## config.mk

```make
export PLATFORM = sky130hd
export DESIGN_NAME = fwsi_irq_status
export DESIGN_NICKNAME = d
export VERILOG_FILES = /design/src/design/fwsi_pkg.sv /design/src/design/fwsi_irq_status.sv /design/src/design/fwsi_sync2.sv /design/src/design/fwsi_sticky_bits.sv
export SDC_FILE = /design/constraint.sdc
export NUM_CORES = 1
export LEC_CHECK = 0
export BUFFER_PORTS_ARGS = -buffer_cell sky130_fd_sc_hd__buf_2
export CAP_MARGIN = 20
export CORE_ASPECT_RATIO = 1.25
export CORE_MARGIN = 1.5
export CORE_UTILIZATION = 50
export DETAILED_ROUTE_END_ITERATION = 16
export PLACE_DENSITY = 0.74
export SYNTH_ARGS = -nofsm -noshare
export SYNTH_HDL_FRONTEND = slang
export SYNTH_SLANG_ARGS = --single-unit
```

## constraint.sdc

```tcl
create_clock -name CLK_SYS -period 1.31 [get_ports CLK_SYS]
set_input_delay 0.1965 -clock CLK_SYS [delete_from_list [all_inputs] [get_ports CLK_SYS]]
set_output_delay 0.1965 -clock CLK_SYS [all_outputs]
set_load 0.02 [all_outputs]
```

## src/design/fwsi_pkg.sv

```systemverilog
/*
  Package for the fault, wake and supply interrupt status block: register
  offsets, reset values, field positions and the layout of the synchronised
  monitor vector. Assumes an 8-bit register port with byte addresses.
*/
package fwsi_pkg;
  localparam int          ADDR_W         = 8;
  localparam int          DATA_W         = 8;

  // register offsets
  localparam logic [7:0]  OFS_IRQ_SUMMARY = 8'h07;
  localparam logic [7:0]  OFS_BUS_SRC     = 8'h08;
  localparam logic [7:0]  OFS_TW_SRC      = 8'h09;
  localparam logic [7:0]  OFS_SUP_SRC     = 8'h0A;
  localparam logic [7:0]  OFS_SPARE       = 8'h0B;
  localparam logic [7:0]  OFS_BUS_STAT    = 8'h0C;
  localparam logic [7:0]  OFS_TEMP_STAT   = 8'h0D;
  localparam logic [7:0]  OFS_SUP_STAT    = 8'h0E;

  // reset values
  localparam logic [7:0]  RST_SRC         = 8'h00;
  localparam logic [3:0]  RST_TW_SRC      = 4'h0;
  localparam logic [7:0]  RST_BUS_STAT    = 8'h00;
  localparam logic [1:0]  RST_TEMP_STAT   = 2'h0;
  localparam logic [1:0]  RST_WAKE        = 2'h0;
  localparam logic [7:0]  RST_SUP_STAT    = 8'hAA;
  localparam logic [7:0]  RD_ZERO         = 8'h00;

  // bus fault source and status fields
  localparam int          B_BUS_DOMINANT  = 7;
  localparam int          B_TXRX_SHORT    = 6;
  localparam int          B_RX_RECESSIVE  = 5;
  localparam int          B_TX_DOMINANT   = 4;
  localparam int          B_CANL_SUPPLY   = 3;
  localparam int          B_CANL_GROUND   = 2;
  localparam int          B_CANH_GROUND   = 1;
  localparam int          B_CANH_SUPPLY   = 0;

  // temperature and wake source fields, bits 7..4 reserved
  localparam int          TW_W            = 4;
  localparam int          B_TW_RECOVER    = 3;
  localparam int          B_TW_WARN       = 2;
  localparam int          B_TW_LOCAL_WAKE = 1;
  localparam int          B_TW_REMOTE     = 0;

  // temperature status fields, bits 7..2 reserved
  localparam int          B_TS_RECOVER    = 1;
  localparam int          B_TS_WARN       = 0;

  // wake input fields
  localparam int          B_WK_LOCAL      = 1;
  localparam int          B_WK_REMOTE     = 0;

  // supply source and status fields
  localparam int          B_REG3_PG       = 7;
  localparam int          B_REG3_UV       = 6;
  localparam int          B_REG2_PG       = 5;
  localparam int          B_REG2_UV       = 4;
  localparam int          B_FIVE_PG       = 3;
  localparam int          B_FIVE_UV       = 2;
  localparam int          B_BAT_PG        = 1;
  localparam int          B_BAT_UV        = 0;

  // summary fields
  localparam int          B_SUM_SUPPLY    = 2;
  localparam int          B_SUM_TW        = 1;
  localparam int          B_SUM_BUS       = 0;

  // synchronised monitor vector {supply, wake, temp, bus}
  localparam int          SY_W            = 20;
  localparam int          SY_BUS_LSB      = 0;
  localparam int          SY_TEMP_LSB     = 8;
  localparam int          SY_WAKE_LSB     = 10;
  localparam int          SY_SUP_LSB      = 12;
  localparam logic [19:0] SY_RST          = {RST_SUP_STAT, RST_WAKE, RST_TEMP_STAT, RST_BUS_STAT};
endpackage

```

## src/design/fwsi_irq_status.sv

```systemverilog
/*
  Fault, wake and supply interrupt status registers: three sticky source
  registers, a summary register and three live status registers.
  Assumes monitor inputs are asynchronous levels and the register port runs
  on CLK_SYS with read data one cycle after the read strobe.
*/
// The strobed register port was chosen for this implementation.
`timescale 1ns/10ps
`default_nettype none
module fwsi_irq_status (
  input  wire logic                      CLK_SYS,          // 25 MHz system clock
  input  wire logic                      RESETN,           // synchronous reset
  input  wire logic [fwsi_pkg::ADDR_W-1:0] ADDR,           // register address
  input  wire logic [fwsi_pkg::DATA_W-1:0] WDATA,          // write data
  input  wire logic                      WR,               // write strobe
  input  wire logic                      RD,               // read strobe
  output logic      [fwsi_pkg::DATA_W-1:0] RDATA,          // read data, cycle after RD
  input  wire logic [7:0]                BUS_FAULT,        // live bus fault levels
  input  wire logic [1:0]                OVERTEMP_MONITOR, // recovery, warning levels
  input  wire logic [1:0]                WAKE,             // local, remote wake levels
  input  wire logic [7:0]                SUPPLY_FLAGS      // rail flags, status order
);
  import fwsi_pkg::*;

  logic [SY_W-1:0] sy;
  logic [7:0]      bus_stat;
  logic [1:0]      temp_stat;
  logic [1:0]      wake_prev;
  logic [7:0]      sup_stat;
  logic [7:0]      rise_bus;
  logic [1:0]      rise_temp;
  logic [1:0]      rise_wake;
  logic [7:0]      rise_sup;
  logic [TW_W-1:0] tw_set;
  logic [7:0]      bus_src;
  logic [TW_W-1:0] tw_src;
  logic [7:0]      sup_src;
  logic [2:0]      summary;
  logic            wr_bus;
  logic            wr_tw;
  logic            wr_sup;
  logic [7:0]      next_rdata;

  // monitors are analog comparators, so every level is synchronised first
  fwsi_sync2 #(
    .W   (SY_W),
    .RST (SY_RST)
  ) u_sync (
    .clk   (CLK_SYS),
    .rst_n (RESETN),
    .d     ({SUPPLY_FLAGS, WAKE, OVERTEMP_MONITOR, BUS_FAULT}),
    .q     (sy)
  );

  // live status copies double as the previous value for edge detection
  always_ff @(posedge CLK_SYS) begin
    if (!RESETN) begin
      bus_stat  <= RST_BUS_STAT;
      temp_stat <= RST_TEMP_STAT;
      wake_prev <= RST_WAKE;
      sup_stat  <= RST_SUP_STAT;
    end else begin
      bus_stat  <= sy[SY_BUS_LSB +: 8];
      temp_stat <= sy[SY_TEMP_LSB +: 2];
      wake_prev <= sy[SY_WAKE_LSB +: 2];
      sup_stat  <= sy[SY_SUP_LSB +: 8];
    end
  end

  // a condition that persists raises one event, so a cleared bit stays clear
  always_comb begin
    rise_bus  = sy[SY_BUS_LSB +: 8] & ~bus_stat;
    rise_temp = sy[SY_TEMP_LSB +: 2] & ~temp_stat;
    rise_wake = sy[SY_WAKE_LSB +: 2] & ~wake_prev;
    rise_sup  = sy[SY_SUP_LSB +: 8] & ~sup_stat;
    tw_set = '0;
    tw_set[B_TW_RECOVER]    = rise_temp[B_TS_RECOVER];
    tw_set[B_TW_WARN]       = rise_temp[B_TS_WARN];
    tw_set[B_TW_LOCAL_WAKE] = rise_wake[B_WK_LOCAL];
    tw_set[B_TW_REMOTE]     = rise_wake[B_WK_REMOTE];
  end

  assign wr_bus = WR && (ADDR == OFS_BUS_SRC);
  assign wr_tw  = WR && (ADDR == OFS_TW_SRC);
  assign wr_sup = WR && (ADDR == OFS_SUP_SRC);

  // write-one-to-clear keeps a read-modify-write from losing new events
  fwsi_sticky_bits #(.W(8)) u_bus_src (
    .clk    (CLK_SYS),
    .rst_n  (RESETN),
    .set    (rise_bus),
    .clr_wr (wr_bus),
    .clr    (WDATA),
    .q      (bus_src)
  );

  fwsi_sticky_bits #(.W(TW_W)) u_tw_src (
    .clk    (CLK_SYS),
    .rst_n  (RESETN),
    .set    (tw_set),
    .clr_wr (wr_tw),
    .clr    (WDATA[TW_W-1:0]),
    .q      (tw_src)
  );

  fwsi_sticky_bits #(.W(8)) u_sup_src (
    .clk    (CLK_SYS),
    .rst_n  (RESETN),
    .set    (rise_sup),
    .clr_wr (wr_sup),
    .clr    (WDATA),
    .q      (sup_src)
  );

  assign summary = {|sup_src, |tw_src, |bus_src};

  // unmapped and reserved addresses read zero
  always_comb begin
    if (ADDR == OFS_IRQ_SUMMARY) begin
      next_rdata = {5'h00, summary};
    end else if (ADDR == OFS_BUS_SRC) begin
      next_rdata = bus_src;
    end else if (ADDR == OFS_TW_SRC) begin
      next_rdata = {4'h0, tw_src};
    end else if (ADDR == OFS_SUP_SRC) begin
      next_rdata = sup_src;
    end else if (ADDR == OFS_BUS_STAT) begin
      next_rdata = bus_stat;
    end else if (ADDR == OFS_TEMP_STAT) begin
      next_rdata = {6'h00, temp_stat};
    end else if (ADDR == OFS_SUP_STAT) begin
      next_rdata = sup_stat;
    end else begin
      next_rdata = RD_ZERO;
    end
  end

  // read data stands only in the cycle after the strobe
  always_ff @(posedge CLK_SYS) begin
    if (!RESETN) begin
      RDATA <= RD_ZERO;
    end else if (RD) begin
      RDATA <= next_rdata;
    end else begin
      RDATA <= RD_ZERO;
    end
  end
endmodule
`default_nettype wire

```

## src/design/fwsi_sync2.sv

```systemverilog
/*
  Two-flop synchroniser for a vector of independent monitor levels.
  Assumes each bit is a slow level; bits are not coherent with each other.
*/
`timescale 1ns/10ps
`default_nettype none
module fwsi_sync2 #(
  parameter int           W   = 1,
  parameter logic [W-1:0] RST = '0
) (
  input  wire logic         clk,    // system clock
  input  wire logic         rst_n,  // synchronous reset, active low
  input  wire logic [W-1:0] d,      // asynchronous levels
  output logic      [W-1:0] q       // synchronised levels
);
  logic [W-1:0] meta;

  // meta feeds only the second stage
  always_ff @(posedge clk) begin
    if (!rst_n) begin
      meta <= RST;
      q    <= RST;
    end else begin
      meta <= d;
      q    <= meta;
    end
  end
endmodule
`default_nettype wire

```

## src/design/fwsi_sticky_bits.sv

```systemverilog
/*
  Sticky event bits: a set pulse latches a bit, a write of one clears it.
  Assumes set and clear come from logic on the same clock.
*/
`timescale 1ns/10ps
`default_nettype none
module fwsi_sticky_bits #(
  parameter int W = 8
) (
  input  wire logic         clk,    // system clock
  input  wire logic         rst_n,  // synchronous reset, active low
  input  wire logic [W-1:0] set,    // one-cycle event pulses
  input  wire logic         clr_wr, // write strobe to this register
  input  wire logic [W-1:0] clr,    // ones clear the matching bits
  output logic      [W-1:0] q       // latched events
);
  logic [W-1:0] next_q;

  // set wins over a clear in the same cycle so no event is lost
  always_comb begin
    next_q = clr_wr ? (q & ~clr) : q;
    next_q = next_q | set;
  end

  always_ff @(posedge clk) begin
    if (!rst_n) begin
      q <= '0;
    end else begin
      q <= next_q;
    end
  end
endmodule
`default_nettype wire

```

==> flow_metrics.env <==
export IMPL_slew_viol_final=0
export IMPL_yosysUniqueCellTypes=36
export IMPL_antenna_found_initial=0
export IMPL_numCtsBuffers=9
export IMPL_row_count=32
export IMPL_clock_skew_final_ns=0.00357
export IMPL_hpwl_microns=4380
export IMPL_pwr_share_comb_pct=7.3
export IMPL_final_area_sq_um=3750
export IMPL_critPathArrivalTime_ns=1.37
export IMPL_status="finished clean"
export IMPL_routed_top_layer="met4"
export IMPL_die_w_microns=74.6
export IMPL_p_switching_uw=1180
export IMPL_syn_avg_cell_area_sq_um=10.0
export IMPL_post_cts_buffers=0
export IMPL_grt_ovfl_total=0
export IMPL_finalSetupTns_ns=0
export IMPL_syn_nets=359
export IMPL_hold_class="input port to flip-flop"
export IMPL_leakagePower_uw=0.00151
export IMPL_yosysSeqAreaShare_pct=55.0
export IMPL_synth_ff_latch_count=88
export IMPL_slew_headroom_pct=74.3
export IMPL_intPower_uw=3700
export IMPL_p_total_uw=4880
export IMPL_clock_root_buffer="clkbuf_8"
export IMPL_cts_hold_buf=0
export IMPL_grt_pass1_wl_microns=10100
export IMPL_via_per_inst=4.96
export IMPL_crit_fanout=2
export IMPL_clk_pin_slew_ns=0.08
export IMPL_period_minus_slack_ns=1.09
export IMPL_grt_pass1_vias=2244
export IMPL_cp_required_ns=1.58
export IMPL_drc=0
export IMPL_synthCells=319
export IMPL_seq_power_share_pct=58.0
export IMPL_wl_met1_microns=2790
export IMPL_dr_total_vias=2312
export IMPL_dr_first_iter_drc_count=165
export IMPL_wl_met3_microns=317
export IMPL_cts_max_level=3
export IMPL_drive_gt1_share_pct=23.4
export IMPL_critPathLaunchType="flip-flop"
export IMPL_wl_microns=6040
export IMPL_setup_ws_ns=0.216
export IMPL_dr_wl_met2_microns=2780
export IMPL_core_area_sq_um=6170
export IMPL_area_delta_synth_final_pct=17.0
export IMPL_wl_per_cell_microns=13.0
export IMPL_pre_cts_ws_ns=-0.135
export IMPL_setup_viol=0
export IMPL_fin_cells=466
export IMPL_vdd_drop_max_v=0.000881
export IMPL_cts_tree="done"
export IMPL_dp_cells=450
export IMPL_critPathKind="flip-flop to flip-flop"
export IMPL_antenna_left=0
export IMPL_cp_end_kind="flip-flop"
export IMPL_die_area_sq_um=6900
export IMPL_fp_dieH_microns=92.5
export IMPL_powerDensity_nw_per_um2=1300
export IMPL_antenna_cells=0
export IMPL_initial_core_util_pct=52.0
export IMPL_switching_share_pct=24.1
export IMPL_portBuffers=47
export IMPL_nNetsFinal=416
export IMPL_drv_cap=0
export IMPL_worst_slew_pin_transition_ns=0.384
export IMPL_clkPwrFrac_pct=34.7
export IMPL_clk_latency_ns=0.35
export IMPL_syn_cell_area_sq_um=3210
export IMPL_hold_viol=0
export IMPL_grt_max_degree=42
export IMPL_firstDrtPassIters=4
export IMPL_clock_tree_buffer_depth=2
export IMPL_num_io_pins=48
export IMPL_post_cts_resized=0
export IMPL_fin_crit_sh_pct=83.5
export IMPL_yosysWarnings=0
export IMPL_globalplace_congestion=0.875
export IMPL_clock_fmax_mhz=914
export IMPL_rsz0062_at_grt="no"
export IMPL_grt_use_total_pct=19.7
export IMPL_post_dp_cell_area_sq_um=3570
export IMPL_cts_sinks=88
-- cell type report --
class,count,area [sq um]
clock buffers,10,138
inverters,6,22.5
flip-flops and latches,88,1760
multi-input cells,206,1310
well taps,85,106
clock inverters,6,43.8
repair buffers,65,370
fillers,537,2420
-- logic make-up (layout without fill, tap and decap cells) --
| kind of cell | after synthesis | in the layout | synth area share, % |
|---|---|---|---|
| simple gates | 132 | 132 | 24.8 |
| flops | 88 | 88 | 55.0 |
| buf+inv | 25 | 87 | 4.25 |
| compound gates | 68 | 68 | 14.1 |
| mux | 6 | 6 | 1.87 |
-- worst paths after layout --
kind	slack [ns]	depth (start not counted)	startpoint	endpoint
worst max-delay path	0.22	4	temp_stat[0]	RDATA[0]
worst min-delay path	0.02	2	SUPPLY_FLAGS[5]	u_sync.meta[17]
worst max register to register	0.22	4	temp_stat[0]	RDATA[0]
worst min register to register	0.41	1	u_sync.meta[17]	u_sync.q[17]
-- state kept, by name, summed over array words and instances (netlist names) --
signal / flops
u_bus_src.q: 8
u_sync.q: 20
RDATA: 8
u_tw_src.q: 4
u_sync.meta: 20
bus_stat: 8
u_sup_src.q: 8
temp_stat: 2
sup_stat: 8
wake_prev: 2
-- power groups by stage --
stage          Sequential, uW  Clock [uW]  Combinational (uW)
4_1_cts                  2830        1730                 359
3_3_place_gp             2890           0                 347
2_1_floorplan            2870           0                 233
5_1_grt                  2840        1860                 401
3_5_place_dp             2890           0                 357
6_report                 2830        1690                 358
-- placed cells by master, fill, tap and decap left out, drive strengths merged, types with 4 or more instances in the layout --
| master | count |
|---|---|
| a21boi | 20 |
| a21oi | 9 |
| a22o | 4 |
| a311oi | 4 |
| and2 | 48 |
| buf | 65 |
| clkbuf | 10 |
| clkinv | 4 |
| dfxtp | 88 |
| inv | 7 |
| mux2i | 6 |
| nand2 | 19 |
| nand2b | 30 |
| nand3 | 7 |
| nor2 | 6 |
| nor3 | 6 |
| nor4 | 7 |
| o21ai | 21 |
-- stage by stage --
step / util, % / hold slack [ns]
3_3_place_gp: 57.9 / 0.377
3_5_place_dp: 57.9 / 0.383
5_1_grt: 60.8 / 0.00767
2_1_floorplan: - / 0.298
6_report: 60.8 / 0.0176
4_1_cts: 60.8 / 0.00305
-- synthesized netlist by cell type --
cell type,n,share of area [%]
dfxtp_1,88,55
and2_1,48,9.4
nand2b_1,30,5.9
o21ai_0,21,3.3
a21boi_0,20,4.7
nand2_1,19,2.2
clkbuf_1,12,1.4
a21oi_1,9,1.4
nand3_1,7,1.1
inv_1,6,0.70
mux2i_1,6,1.9
nor2_1,6,0.70
nor3_1,5,0.78
nor4_1,5,0.98
a22o_1,4,1.1
a311oi_1,4,1.1
buf_6,4,1.4
o31ai_1,3,0.70
a211oi_1,2,0.47
buf_2,2,0.31
nand3b_1,2,0.47
nor2b_1,2,0.39
a211o_2,1,0.31
and4b_2,1,0.35
clkbuf_8,1,0.43
nand4b_1,1,0.27
nor3_2,1,0.31
nor3b_1,1,0.23
nor4_2,1,0.39
nor4_4,1,0.66
o211ai_1,1,0.23
o21ba_2,1,0.31
o2bb2ai_1,1,0.27
o32ai_1,1,0.27
or3b_4,1,0.35
or4_4,1,0.35
-- critical path, cell delays in order (launching register included) --
cell      delay (ns)
dfxtp_1         0.33
mux2i_1         0.08
o32ai_1         0.29
a21oi_1         0.12
a311oi_1        0.19
-- layer usage --
metal | track usage (%) | vias to the layer above
li1 | - | 1190
met1 | 25.0 | 1043
met2 | 30.4 | 66
met3 | 5.22 | 13
met4 | 9.85 | 0
met5 | 0 | -
Note: power is estimated with default switching activity, not from simulation.
